### config.mk
export PLATFORM = sky130hd
export DESIGN_NAME = dcc_dosing_cut_controller
export DESIGN_NICKNAME = d
export VERILOG_FILES = /design/src/dcc_pkg.sv /design/src/dcc_dosing_cut_controller.sv
export SDC_FILE = /design/constraint.sdc
export NUM_CORES = 2
export LEC_CHECK = 0
export BUFFER_PORTS_ARGS = -buffer_cell sky130_fd_sc_hd__buf_4
export CORE_MARGIN = 2
export CORE_UTILIZATION = 60
export CTS_BUF_LIST = sky130_fd_sc_hd__clkbuf_8
export DETAILED_ROUTE_END_ITERATION = 10
export PLACE_DENSITY_LB_ADDON = 0.25
export SYNTH_ARGS = -nofsm -noshare
export SYNTH_HDL_FRONTEND = slang
export SYNTH_SLANG_ARGS = --single-unit
export TNS_END_PERCENT = 1
### constraint.sdc
create_clock -name clk -period 35.4 [get_ports clk]
set_input_delay 1.77 -clock clk [delete_from_list [all_inputs] [get_ports clk]]
set_output_delay 1.77 -clock clk [all_outputs]
set_load 0.1 [all_outputs]
### src/dcc_pkg.sv
// Package: constants and types for the dosing cut controller
package dcc_pkg;
    localparam int W = 24;
    localparam int CLK_HZ = 50_000_000;
    localparam int TENTH_S_NS = 100_000_000;
    localparam int CLK_NS = 20;
    localparam int TENTH_CYC = TENTH_S_NS / CLK_NS;
    localparam int SEC_TENTHS = 10;
    localparam logic [7:0] CORR_PCT_RST = 8'h32;
    localparam logic [6:0] PCT_DIV = 7'h64;

    typedef enum logic [1:0] {ST_AUTO, ST_KEY, ST_INPUT, ST_KEY_INPUT} dcc_start_t;
    typedef enum logic [1:0] {PQ_NONE, PQ_LAST, PQ_ZERO, PQ_RSVD} dcc_prompt_t;
    typedef enum logic [1:0] {LC_NONE, LC_CANCEL, LC_RESUME, LC_END} dcc_choice_t;

    typedef struct packed {
        logic               two_speed;
        logic               discharge;
        logic               basic;
        dcc_start_t         start_mode;
        dcc_prompt_t        prompt_quantity_mode;
        logic signed [W-1:0] setpoint_quantity;
        logic signed [W-1:0] prompt_value;
        logic signed [W-1:0] fall_comp_init;
        logic [7:0]         corr_pct;
        logic signed [W-1:0] correction_limit;
        logic signed [W-1:0] slow_band;
        logic               tolerance_unit_select;
        logic signed [W-1:0] upper_tolerance;
        logic signed [W-1:0] lower_tolerance;
        logic [7:0]         lack_window_s;
        logic [7:0]         min_rise_divisions;
        logic [15:0]        settle_delay;
    } dcc_cfg_t;

    typedef struct packed {
        logic fast_feed;
        logic slow_feed;
        logic tolerance_fault_output;
        logic material_fault;
        logic general_error;
        logic pre_dose_action;
        logic post_dose_action;
        logic active;
    } dcc_relay_t;
endpackage

### src/dcc_dosing_cut_controller.sv
// Dosing cut controller: feed relay cut points, tolerance and material checks
// Notes on behaviour
// - Start mode: auto, key, input, or either.
// - Basic discharge ignores start confirmation setting.
// - Stored setpoint used only without prompt.
// - Slow relay cut at setpoint minus fall.
// - Fall adjusted by error times percent over 100.
// - Zero percent freezes fall compensation.
// - Correction clamped to limit; zero means none.
// - Fast cut also subtracts slow band.
// - Over upper tolerance raises tolerance fault.
// - Under lower tolerance raises tolerance fault.
// - Tolerances independent, one shared unit: weight or percent.
// - Zero tolerance disables that check.
// - Operator accepts or rejects; reject repeats cycle.
// - Zero lack window disables material detection.
// - Weight must rise enough each window.
// - Material error: cancel, resume, or end.
// - Charge end samples weight at choice.
// - Discharge end keeps weight latched at error.
// - Settle delay after stability, restarts on instability.
// - Settle delay held in tenths of seconds.
// - Pre-dose action pulses just before dosing.
// - Post-dose action pulses just after completion.
// - Two-speed starts both relays; one-speed slow only.
// - Entry modes last and zero both take the entered value; none takes stored.
`timescale 1ns/10ps
module dcc_dosing_cut_controller
    import dcc_pkg::*;
#(
    parameter int TENTH_CYCLES = TENTH_CYC
) (
    input  wire logic                clk,
    input  wire logic                reset,
    input  wire dcc_cfg_t            cfg,
    input  wire logic                go,
    input  wire logic                key_confirm,
    input  wire logic                start_input_pin,
    input  wire logic signed [W-1:0] weight,
    input  wire logic                stable_pin,
    input  wire logic                accept,
    input  wire logic                reject,
    input  wire dcc_choice_t         lack_choice,
    output dcc_relay_t               relays,
    output logic signed [W-1:0]      recorded_weight,
    output logic signed [W-1:0]      fall_compensation,
    output logic                     done,
    output logic                     busy,
    output logic                     awaiting_decision
);
    // ------------------------------------------------------------
    // Pin synchronisers
    // ------------------------------------------------------------
    logic [1:0] in_sync_reg;
    logic [1:0] stb_sync_reg;
    always_ff @(posedge clk) begin
        if (reset) begin
            in_sync_reg  <= 2'h0;
            stb_sync_reg <= 2'h0;
        end else begin
            in_sync_reg  <= {in_sync_reg[0], start_input_pin};
            stb_sync_reg <= {stb_sync_reg[0], stable_pin};
        end
    end
    wire start_in = in_sync_reg[1];
    wire stable   = stb_sync_reg[1];

    // ------------------------------------------------------------
    // Helpers
    // ------------------------------------------------------------
    function automatic logic signed [W-1:0] pct_of(input logic signed [W-1:0] v,
                                                     input logic [7:0] p);
        logic signed [W+8:0] prod;
        prod = v * $signed({1'b0, p});
        return W'(prod / $signed({2'h0, PCT_DIV}));
    endfunction

    function automatic logic signed [W-1:0] tol_abs(input logic signed [W-1:0] t,
                                                      input logic sel,
                                                      input logic signed [W-1:0] ref_v);
        return sel ? pct_of(ref_v, t[7:0]) : t;
    endfunction

    // ------------------------------------------------------------
    // Cut points and confirmation
    // ------------------------------------------------------------
    typedef enum logic [2:0] {S_IDLE, S_PRE, S_WAIT, S_FEED, S_SETTLE,
                              S_TOL, S_LACK, S_POST} dcc_state_t;
    dcc_state_t state_reg, state_next;

    logic signed [W-1:0] target_reg, base_reg, last_entry_reg, lack_w_reg;
    logic signed [W-1:0] win_ref_reg;
    logic [31:0]         tick_reg;
    logic [15:0]         tenths_reg;
    logic                fast_reg, slow_reg, tolf_reg, matf_reg;
    logic                lack_end_reg;

    wire dcc_start_t eff_start = (cfg.discharge && cfg.basic) ? ST_AUTO : cfg.start_mode;
    wire confirmed = (eff_start == ST_AUTO) ||
                     (eff_start == ST_KEY && key_confirm) ||
                     (eff_start == ST_INPUT && start_in) ||
                     (eff_start == ST_KEY_INPUT && (key_confirm || start_in));

    wire logic signed [W-1:0] dose_amount =
        (cfg.prompt_quantity_mode == PQ_NONE) ? cfg.setpoint_quantity :
        cfg.prompt_value;

    // Dosed amount is signed divisions; discharge counts a falling weight
    wire logic signed [W-1:0] dosed = cfg.discharge ? (base_reg - weight) : (weight - base_reg);
    wire logic signed [W-1:0] slow_cut = target_reg - fall_compensation;
    wire logic signed [W-1:0] fast_cut = slow_cut - cfg.slow_band;

    // Final error and bounded correction
    wire logic signed [W-1:0] final_amt = lack_end_reg ? recorded_weight : dosed;
    wire logic signed [W-1:0] err = target_reg - final_amt;
    wire logic signed [W-1:0] corr_raw = pct_of(err, cfg.corr_pct);
    wire logic signed [W-1:0] lim = cfg.correction_limit;
    wire logic signed [W-1:0] corr =
        (lim == '0) ? corr_raw :
        (corr_raw > lim) ? lim : (corr_raw < -lim) ? -lim : corr_raw;

    wire logic signed [W-1:0] up_t = tol_abs(cfg.upper_tolerance, cfg.tolerance_unit_select, final_amt);
    wire logic signed [W-1:0] lo_t = tol_abs(cfg.lower_tolerance, cfg.tolerance_unit_select, final_amt);
    wire over_fault  = (cfg.upper_tolerance != '0) && (final_amt - target_reg > up_t);
    wire under_fault = (cfg.lower_tolerance != '0) && (target_reg - final_amt > lo_t);

    // Lack-of-material window in tenths; rise must exceed divisions
    wire tenth_tick = (tick_reg == 32'(TENTH_CYCLES - 1));
    wire logic [15:0] win_tenths = 16'(cfg.lack_window_s) * 16'(SEC_TENTHS);
    wire lack_on = (cfg.lack_window_s != 8'h0);
    // Window only runs while feeding, so it never restarts the settle count
    wire win_end = (state_reg == S_FEED) && lack_on && tenth_tick &&
                   (tenths_reg + 16'h1 >= win_tenths);
    wire logic signed [W-1:0] rise = cfg.discharge ? (win_ref_reg - weight) : (weight - win_ref_reg);
    wire lack_hit = win_end && (rise <= $signed(W'(cfg.min_rise_divisions)));
    wire settle_done = stable && (tenths_reg >= cfg.settle_delay);

    // ------------------------------------------------------------
    // Sequencer
    // ------------------------------------------------------------
    always_comb begin
        state_next = state_reg;
        unique case (state_reg)
            S_IDLE:   if (go) state_next = S_PRE;
            S_PRE:    state_next = S_WAIT;
            S_WAIT:   if (confirmed) state_next = S_FEED;
            S_FEED:   if (lack_hit) state_next = S_LACK;
                      else if (dosed >= slow_cut) state_next = S_SETTLE;
            S_SETTLE: if (settle_done) state_next = S_TOL;
            S_TOL:    if (!(over_fault || under_fault) || accept) state_next = S_POST;
                      else if (reject) state_next = S_PRE;
            S_LACK: begin
                unique case (lack_choice)
                    LC_CANCEL: state_next = S_IDLE;
                    LC_RESUME: state_next = S_FEED;
                    LC_END:    state_next = S_SETTLE;
                    LC_NONE:   state_next = S_LACK;
                endcase
            end
            S_POST:   state_next = S_IDLE;
            default:  state_next = S_IDLE;
        endcase
    end

    always_ff @(posedge clk) begin
        if (reset) begin
            state_reg <= S_IDLE;
        end else begin
            state_reg <= state_next;
        end
    end

    // Timebase: counts tenths; reset at window end, state change, or instability while settling
    wire time_clr = (state_reg != state_next) || win_end ||
                    (state_reg == S_SETTLE && !stable);
    always_ff @(posedge clk) begin
        if (reset || time_clr) begin
            tick_reg   <= 32'h0;
            tenths_reg <= 16'h0;
        end else begin
            tick_reg   <= tenth_tick ? 32'h0 : tick_reg + 32'h1;
            tenths_reg <= (tenth_tick && tenths_reg != 16'hffff) ? tenths_reg + 16'h1 : tenths_reg;
        end
    end

    // ------------------------------------------------------------
    // Data path
    // ------------------------------------------------------------
    always_ff @(posedge clk) begin
        if (reset) begin
            target_reg        <= '0;
            base_reg          <= '0;
            last_entry_reg    <= '0;
            win_ref_reg       <= '0;
            lack_w_reg        <= '0;
            recorded_weight   <= '0;
            fall_compensation <= '0;
            lack_end_reg      <= 1'b0;
            fast_reg          <= 1'b0;
            slow_reg          <= 1'b0;
            tolf_reg          <= 1'b0;
            matf_reg          <= 1'b0;
        end else begin
            if (state_reg == S_IDLE && go) begin
                fall_compensation <= cfg.fall_comp_init;
                tolf_reg          <= 1'b0;
            end
            if (state_reg == S_PRE) begin
                target_reg   <= dose_amount;
                base_reg     <= weight;
                win_ref_reg  <= weight;
                lack_end_reg <= 1'b0;
                matf_reg     <= 1'b0;
                if (cfg.prompt_quantity_mode != PQ_NONE) begin
                    last_entry_reg <= dose_amount;
                end
            end
            if (state_reg == S_WAIT && confirmed) begin
                fast_reg <= cfg.two_speed;
                slow_reg <= 1'b1;
            end
            if (state_reg == S_FEED) begin
                if (win_end) begin
                    win_ref_reg <= weight;
                end
                if (dosed >= fast_cut) begin
                    fast_reg <= 1'b0;
                end
                if (dosed >= slow_cut || lack_hit) begin
                    slow_reg <= 1'b0;
                    fast_reg <= 1'b0;
                end
                if (lack_hit) begin
                    matf_reg   <= 1'b1;
                    lack_w_reg <= dosed;
                end
            end
            if (state_reg == S_LACK && lack_choice != LC_NONE) begin
                matf_reg <= 1'b0;
                if (lack_choice == LC_END) begin
                    lack_end_reg    <= 1'b1;
                    recorded_weight <= cfg.discharge ? lack_w_reg : dosed;
                end else if (lack_choice == LC_RESUME) begin
                    win_ref_reg <= weight;
                    fast_reg    <= cfg.two_speed && (dosed < fast_cut);
                    slow_reg    <= 1'b1;
                end
            end
            if (state_reg == S_SETTLE && settle_done) begin
                tolf_reg <= over_fault || under_fault;
                if (!lack_end_reg) begin
                    recorded_weight <= dosed;
                end
                if (cfg.corr_pct != 8'h0) begin
                    fall_compensation <= fall_compensation - corr;
                end
            end
            if (state_reg == S_TOL && (accept || reject)) begin
                tolf_reg <= 1'b0;
            end
        end
    end

    // ------------------------------------------------------------
    // Outputs
    // ------------------------------------------------------------
    assign relays.fast_feed              = fast_reg;
    assign relays.slow_feed              = slow_reg;
    assign relays.tolerance_fault_output = tolf_reg;
    assign relays.material_fault         = matf_reg;
    assign relays.general_error          = tolf_reg || matf_reg;
    assign relays.pre_dose_action        = (state_reg == S_PRE);
    assign relays.post_dose_action       = (state_reg == S_POST);
    assign relays.active                 = (state_reg != S_IDLE);
    assign done              = (state_reg == S_POST);
    assign busy              = (state_reg != S_IDLE);
    assign awaiting_decision = (state_reg == S_TOL && tolf_reg) || (state_reg == S_LACK);
endmodule

# ---- Word level (Yosys, flattened, before mapping)
# Cells that the tools add are included.
dict set report totals {
  inputBits 250
  register_bits 204
  elab_cells 166
}
dict set report op_classes {
  div_mod_pow 3
  addsub 12
  n_mul 4
  reduce_logical 51
  mux 54
  eq_ne 16
  magnitude_cmp 10
}
# operator n
set ops {}
lappend ops {{24-bit two-way mux} 23}
lappend ops {{24-bit subtractor} 9}
lappend ops {{33-bit by 8-bit divider with 33-bit output (second input constant)} 3}
lappend ops {{24-bit by 9-bit multiplier with 33-bit output} 3}
lappend ops {{24-bit > comparator} 3}
lappend ops {{24-bit >= comparator} 2}
lappend ops {{24-bit less-than comparator} 2}
lappend ops {{24-bit nonzero test} 2}
lappend ops {{32-bit by 1-bit adder with 32-bit output (second input constant)} 1}
lappend ops {{32-bit by 23-bit equality test with 1-bit output (second input constant)} 1}
lappend ops {{24-bit by 9-bit less-or-equal comparator with 1-bit output} 1}
lappend ops {{24-bit zero test} 1}
lappend ops {{24-bit negator} 1}
lappend ops {{3-bit one-hot mux with 8 select lines} 1}
lappend ops {{1-bit two-way mux} 21}
lappend ops {{3-bit two-way mux} 7}
lappend ops {{1-bit logical AND} 20}
lappend ops {{16-bit by 1-bit adder with 16-bit output (second input constant)} 1}
lappend ops {{16-bit by 12-bit >= comparator with 1-bit output} 1}
lappend ops {{16-bit >= comparator} 1}
lappend ops {{16-bit != test (second input constant)} 1}
lappend ops {{8-bit nonzero test} 2}
lappend ops {{1-bit logical OR} 13}
lappend ops {{3-bit equality test (second input constant)} 4}
lappend ops {{other kinds (15)} 26}

# ---- Depth between registers and ports, before layout
dict set report logic_depth {
  word_depth 18
  ltp_mapped 168
  mapped_depth_nobuf 155
}

# ---- Worst setup path before layout
# OpenSTA, ideal clock, no wires.
dict set report synth_path {
  path_kind {in2reg}
  from {input cfg[214] (netlist name)}
  to {register fall_compensation[23]}
  n_path_buf 11
  setup_time_ns 0.128
  stages 154
  arrival_time_ns 35.204
  path_slack_ns 0.069
  path_cell_list {buf_1 buf_1 buf_1 clkbuf_1 clkbuf_1 mux2i_1 xnor2_1 o21ai_1 clkbuf_1 ha_1 nor2b_1 o21ai_0 nand2b_1 a21o_1 a21o_1 a21o_1 a21o_1 a21o_1 [... 118 more ...] a21o_1 a21o_1 a21o_1 a21o_1 a21o_1 a21o_1 a21o_1 a21o_1 a21o_1 a21o_1 a21o_1 a21o_1 a21o_1 a21oi_1 xor2_1 xnor2_1 mux2i_1 nor2_1}
}
dict set report synth_via {
  elab_chain_len 12
}
# element line
set synth_lines {}
lappend synth_lines {{start, declared} dcc_dosing_cut_controller.sv:35} ;# input wire dcc_cfg_t cfg,
lappend synth_lines {{24-bit two-way mux *} dcc_dosing_cut_controller.sv:109} ;# wire logic signed [W-1:0] dosed = cfg.discharge ? (base_reg - weight) : (weight - base_reg);
lappend synth_lines {{24-bit two-way mux *} dcc_dosing_cut_controller.sv:114} ;# wire logic signed [W-1:0] final_amt = lack_end_reg ? recorded_weight : dosed;
lappend synth_lines {{24-bit subtractor *} dcc_dosing_cut_controller.sv:115} ;# wire logic signed [W-1:0] err = target_reg - final_amt;
lappend synth_lines {{24-bit by 9-bit multiplier with 33-bit output *} dcc_dosing_cut_controller.sv:74} ;# prod = v * $signed({1'b0, p});
lappend synth_lines {{33-bit by 8-bit divider with 33-bit output *} dcc_dosing_cut_controller.sv:75} ;# return W'(prod / $signed({2'h0, PCT_DIV}));
lappend synth_lines {{24-bit less-than comparator} dcc_dosing_cut_controller.sv:120} ;# (corr_raw > lim) ? lim : (corr_raw < -lim) ? -lim : corr_raw;
lappend synth_lines {{24-bit two-way mux (2 in a row)} dcc_dosing_cut_controller.sv:120}
lappend synth_lines {{24-bit two-way mux *} dcc_dosing_cut_controller.sv:119} ;# (lim == '0) ? corr_raw :
lappend synth_lines {{24-bit subtractor *} dcc_dosing_cut_controller.sv:255} ;# fall_compensation <= fall_compensation - corr;
lappend synth_lines {{24-bit two-way mux *} dcc_dosing_cut_controller.sv:254} ;# if (cfg.corr_pct != 8'h0) begin
lappend synth_lines {{24-bit two-way mux *} dcc_dosing_cut_controller.sv:249} ;# if (state_reg == S_SETTLE && settle_done) begin
lappend synth_lines {{end signal, assigned} dcc_dosing_cut_controller.sv:205} ;# fall_compensation <= cfg.fall_comp_init;
lappend synth_lines {{end signal, assigned} dcc_dosing_cut_controller.sv:255}
lappend synth_lines {{end, declared} dcc_dosing_cut_controller.sv:46} ;# output logic signed [W-1:0] fall_compensation,
# Mark *: on every way between the ends. The rest lies on a longest branch, timed or not.
# A chain may end at the register's enable or synchronous reset.

# ---- Worst setup path in the final report
dict set report layout_path {
  from {input weight[0]}
  to {register fall_compensation[23]}
}
dict set report layout_via {
  elab_chain_len 13
}
# element line
set layout_lines {}
lappend layout_lines {{start, declared} dcc_dosing_cut_controller.sv:39} ;# input wire logic signed [W-1:0] weight,
lappend layout_lines {{24-bit subtractor} dcc_dosing_cut_controller.sv:109}
lappend layout_lines {{24-bit two-way mux *} dcc_dosing_cut_controller.sv:109}
lappend layout_lines {{named net dosed[4]} dcc_dosing_cut_controller.sv:109}
lappend layout_lines {{24-bit two-way mux *} dcc_dosing_cut_controller.sv:114}
lappend layout_lines {{24-bit subtractor *} dcc_dosing_cut_controller.sv:115}
lappend layout_lines {{24-bit by 9-bit multiplier with 33-bit output *} dcc_dosing_cut_controller.sv:74}
lappend layout_lines {{33-bit by 8-bit divider with 33-bit output *} dcc_dosing_cut_controller.sv:75}
lappend layout_lines {{24-bit less-than comparator} dcc_dosing_cut_controller.sv:120}
lappend layout_lines {{24-bit two-way mux (2 in a row)} dcc_dosing_cut_controller.sv:120}
lappend layout_lines {{24-bit two-way mux *} dcc_dosing_cut_controller.sv:119}
lappend layout_lines {{24-bit subtractor *} dcc_dosing_cut_controller.sv:255}
lappend layout_lines {{24-bit two-way mux *} dcc_dosing_cut_controller.sv:254}
lappend layout_lines {{24-bit two-way mux *} dcc_dosing_cut_controller.sv:249}
# The timed path passes the listed nets; every way through them passes the cells marked *.

==> metrics.txt <==
port bufs=approximately 310; Skew-Pair Late Insertion Delay=0.60 ns; reported max-cap violation count=0; mapped cell area=66,460 µm²; pin count of the biggest net entering global routing=106; most frequent CP cell=a21o_1; NumNets Final=10,520; CP max stage cell=fa_1; RSZ-0062 raised after global routing=yes; Num CTS Buffers=34; critical path class=in2reg; status=finished clean; WL per Instance=20.14 µm; vias in the first global route=64,450; number of H-tree levels=2; final slew viol count=0; die width=336.8 µm; Total Wirelength=216,000 µm; Final Hold Fails=0; R2R setup slack=around 2.3 ns; most common flop cell mapped by yosys=dfxtp_1; initial antenna violation count=23; Fmax=29.37 MHz; cells after synthesis=8,936; CP required=approximately 36 ns; vias post-DR=~70,000; area grow syn2layout=10.79%; worst slew pin tran=1.171 ns; Avg Cell Area, Syn=7.438 µm²; critical path arrival=34.50 ns; drt first pass iters=6; final setup violating endpoints=0; Setup crit start kind=input port; cell row count=122; GP Congestion=0.9971; Worst Hold End=in_sync_reg[1]; max FFs per register=32; Hold Buf Count CTS=0; leading cell type in the layout, fill and taps excluded=inv_1; Yosys reg bits=204; die area=113,500 µm²; worst r2r src=base_reg[0]; first-pass GRT wire length=339,700 µm; post-route setup slack=1.347 ns; Starting DRT DRC Count=6,633; most frequent cells in the layout=inv_1, nand2_1, nor2_1, ha_1, a21oi_1; Worst-path clk slew=about 0.070 ns; worst-case reg-to-reg path depth=161; detailed-route DRC error count=0; Initial Utilization=about three fifths; # IOs=309; RR Endpoint=fall_compensation[23]; Netlist cell types=~150; Final Skew=around 0.027 ns; clk root buf=clkbuf_8; Antenna Nets Post-Route=0; Period minus WS final=34.05 ns; Hold Crit Class=reg2reg; gr ovfl total=0; clock tree sinks=204; share of cells above drive strength 1=between 10% and 20%; hold path startpoint=in_sync_reg[0]; EDFF count, synth=0; crit path capture type=flop; dpl ws=-0.4441 ns; Max clock buf depth=3; Ys Warns=0; crit-path max FO=9; period utilization=96.19%; Die Span Y=336.8 µm; FFs w/ async S/R, synth=0%; sequential fraction of the synthesis area=under 10%; hold path cells=1; core area=110,200 µm²; CTS tree=done; Total GRT Usage=36.38%; max incr delay on CP=0.56 ns; Worst slew margin=21.92%; Synth Net Count=10,250; Avg Vias per Cell=approximately 6.4; HPWL Detailed=173,900 µm
==> worst max-delay path, delay by kind of cell <==
kind	cells	cell delay, ns
compound gates	86	16.39
xor+xnor	5	0.83
fa+ha+maj	11	3.78
buf+inv	24	3.41
mux	5	1.39
simple gates	35	6.91
==> routing by layer <==
layer | GRT usage (%) | wire (µm)
met1 | 49.91 | 91420
met2 | 56.75 | 95110
met3 | 5.849 | 18770
met4 | 15.09 | 10630
met5 | 0 | 79
==> final cells by class <==
| type | count | area, µm² |
|---|---|---|
| Antenna cell | 10 | 25.02 |
| Clock buffer | 43 | 591.8 |
| Clock inverter | 16 | 112.6 |
| Fill cell | 9703 | 36580 |
| Inverter | 977 | 3667 |
| Multi-Input combinational cell | 7411 | 58920 |
| Sequential cell | 204 | 4084 |
| Tap cell | 1488 | 1862 |
| Timing Repair Buffer | 577 | 4367 |
==> worst max path at each step <==
stage / from / to / slack [ns] / depth (start not counted)
after floorplan: cfg[214] / fall_compensation[23] / 0.07 / 154
after global placement: weight[0] / fall_compensation[23] / 0.16 / 160
after detailed placement: weight[0] / fall_compensation[23] / -0.44 / 158
after CTS: weight[0] / fall_compensation[23] / 0.05 / 158
after global routing: weight[0] / fall_compensation[23] / -0.30 / 166
final: weight[0] / fall_compensation[23] / 1.35 / 166
==> stage by stage <==
stage / utilization [%] / hold slack (ns) / instance area (µm²) / instances / setup TNS (ns)
after floorplan: - / 0.4138 / 66460 / 8936 / 0
after global placement: 64.45 / 0.4168 / 71030 / 10610 / 0
after detailed placement: 64.45 / 0.4337 / 71030 / 10610 / -0.6148
after CTS: 65.09 / 0.4402 / 71730 / 10670 / 0
after global routing: 66.81 / 0.4649 / 73630 / 10730 / -0.3632
final: 66.81 / 0.4474 / 73630 / 10730 / 0
==> kinds of logic (layout without fill, tap and decap cells) <==
group                    count (synthesis)  in the layout  synth area share, %
adder cells (fa/ha/maj)               1076           1076                25.42
multiplexers                           206            206                3.217
XOR/XNOR                               592            592                7.835
AO/OA/AOI/OAI                         2564           2566                27.27
buffers and inverters                 1323           1613                7.588
AND/OR/NAND/NOR                       2971           2971                22.52
flip-flops                             204            204                6.145
other                                    0             10                    0
==> cells in the mapped netlist (122+ instances only) <==
cell type / n / area share [%]
o21ai_0: 381 / 2.9
fa_1: 460 / 14
nand3_1: 205 / 1.5
inv_1: 975 / 5.5
a21o_1: 244 / 2.8
nand2_1: 772 / 4.4
nor2_1: 656 / 3.7
clkbuf_1: 285 / 1.6
ha_1: 607 / 11
mux2i_1: 158 / 2.4
xnor2_1: 348 / 4.6
xor2_1: 241 / 3.2
dfxtp_1: 204 / 6.1
nand4_1: 122 / 1.1
a21oi_1: 589 / 4.4
and2_1: 384 / 3.6
a211oi_1: 127 / 1.4
nor3_1: 157 / 1.2
==> repair_timing <==
item	CTS	global route
hold endpoints to repair	0	0
setup endpoints to repair	0	68
setup buffers	0	44
resized for setup	0	300
Power is left out: the tool's default activity adds up to more than one toggle a clock period on the data nets, which glitch-free logic cannot reach.
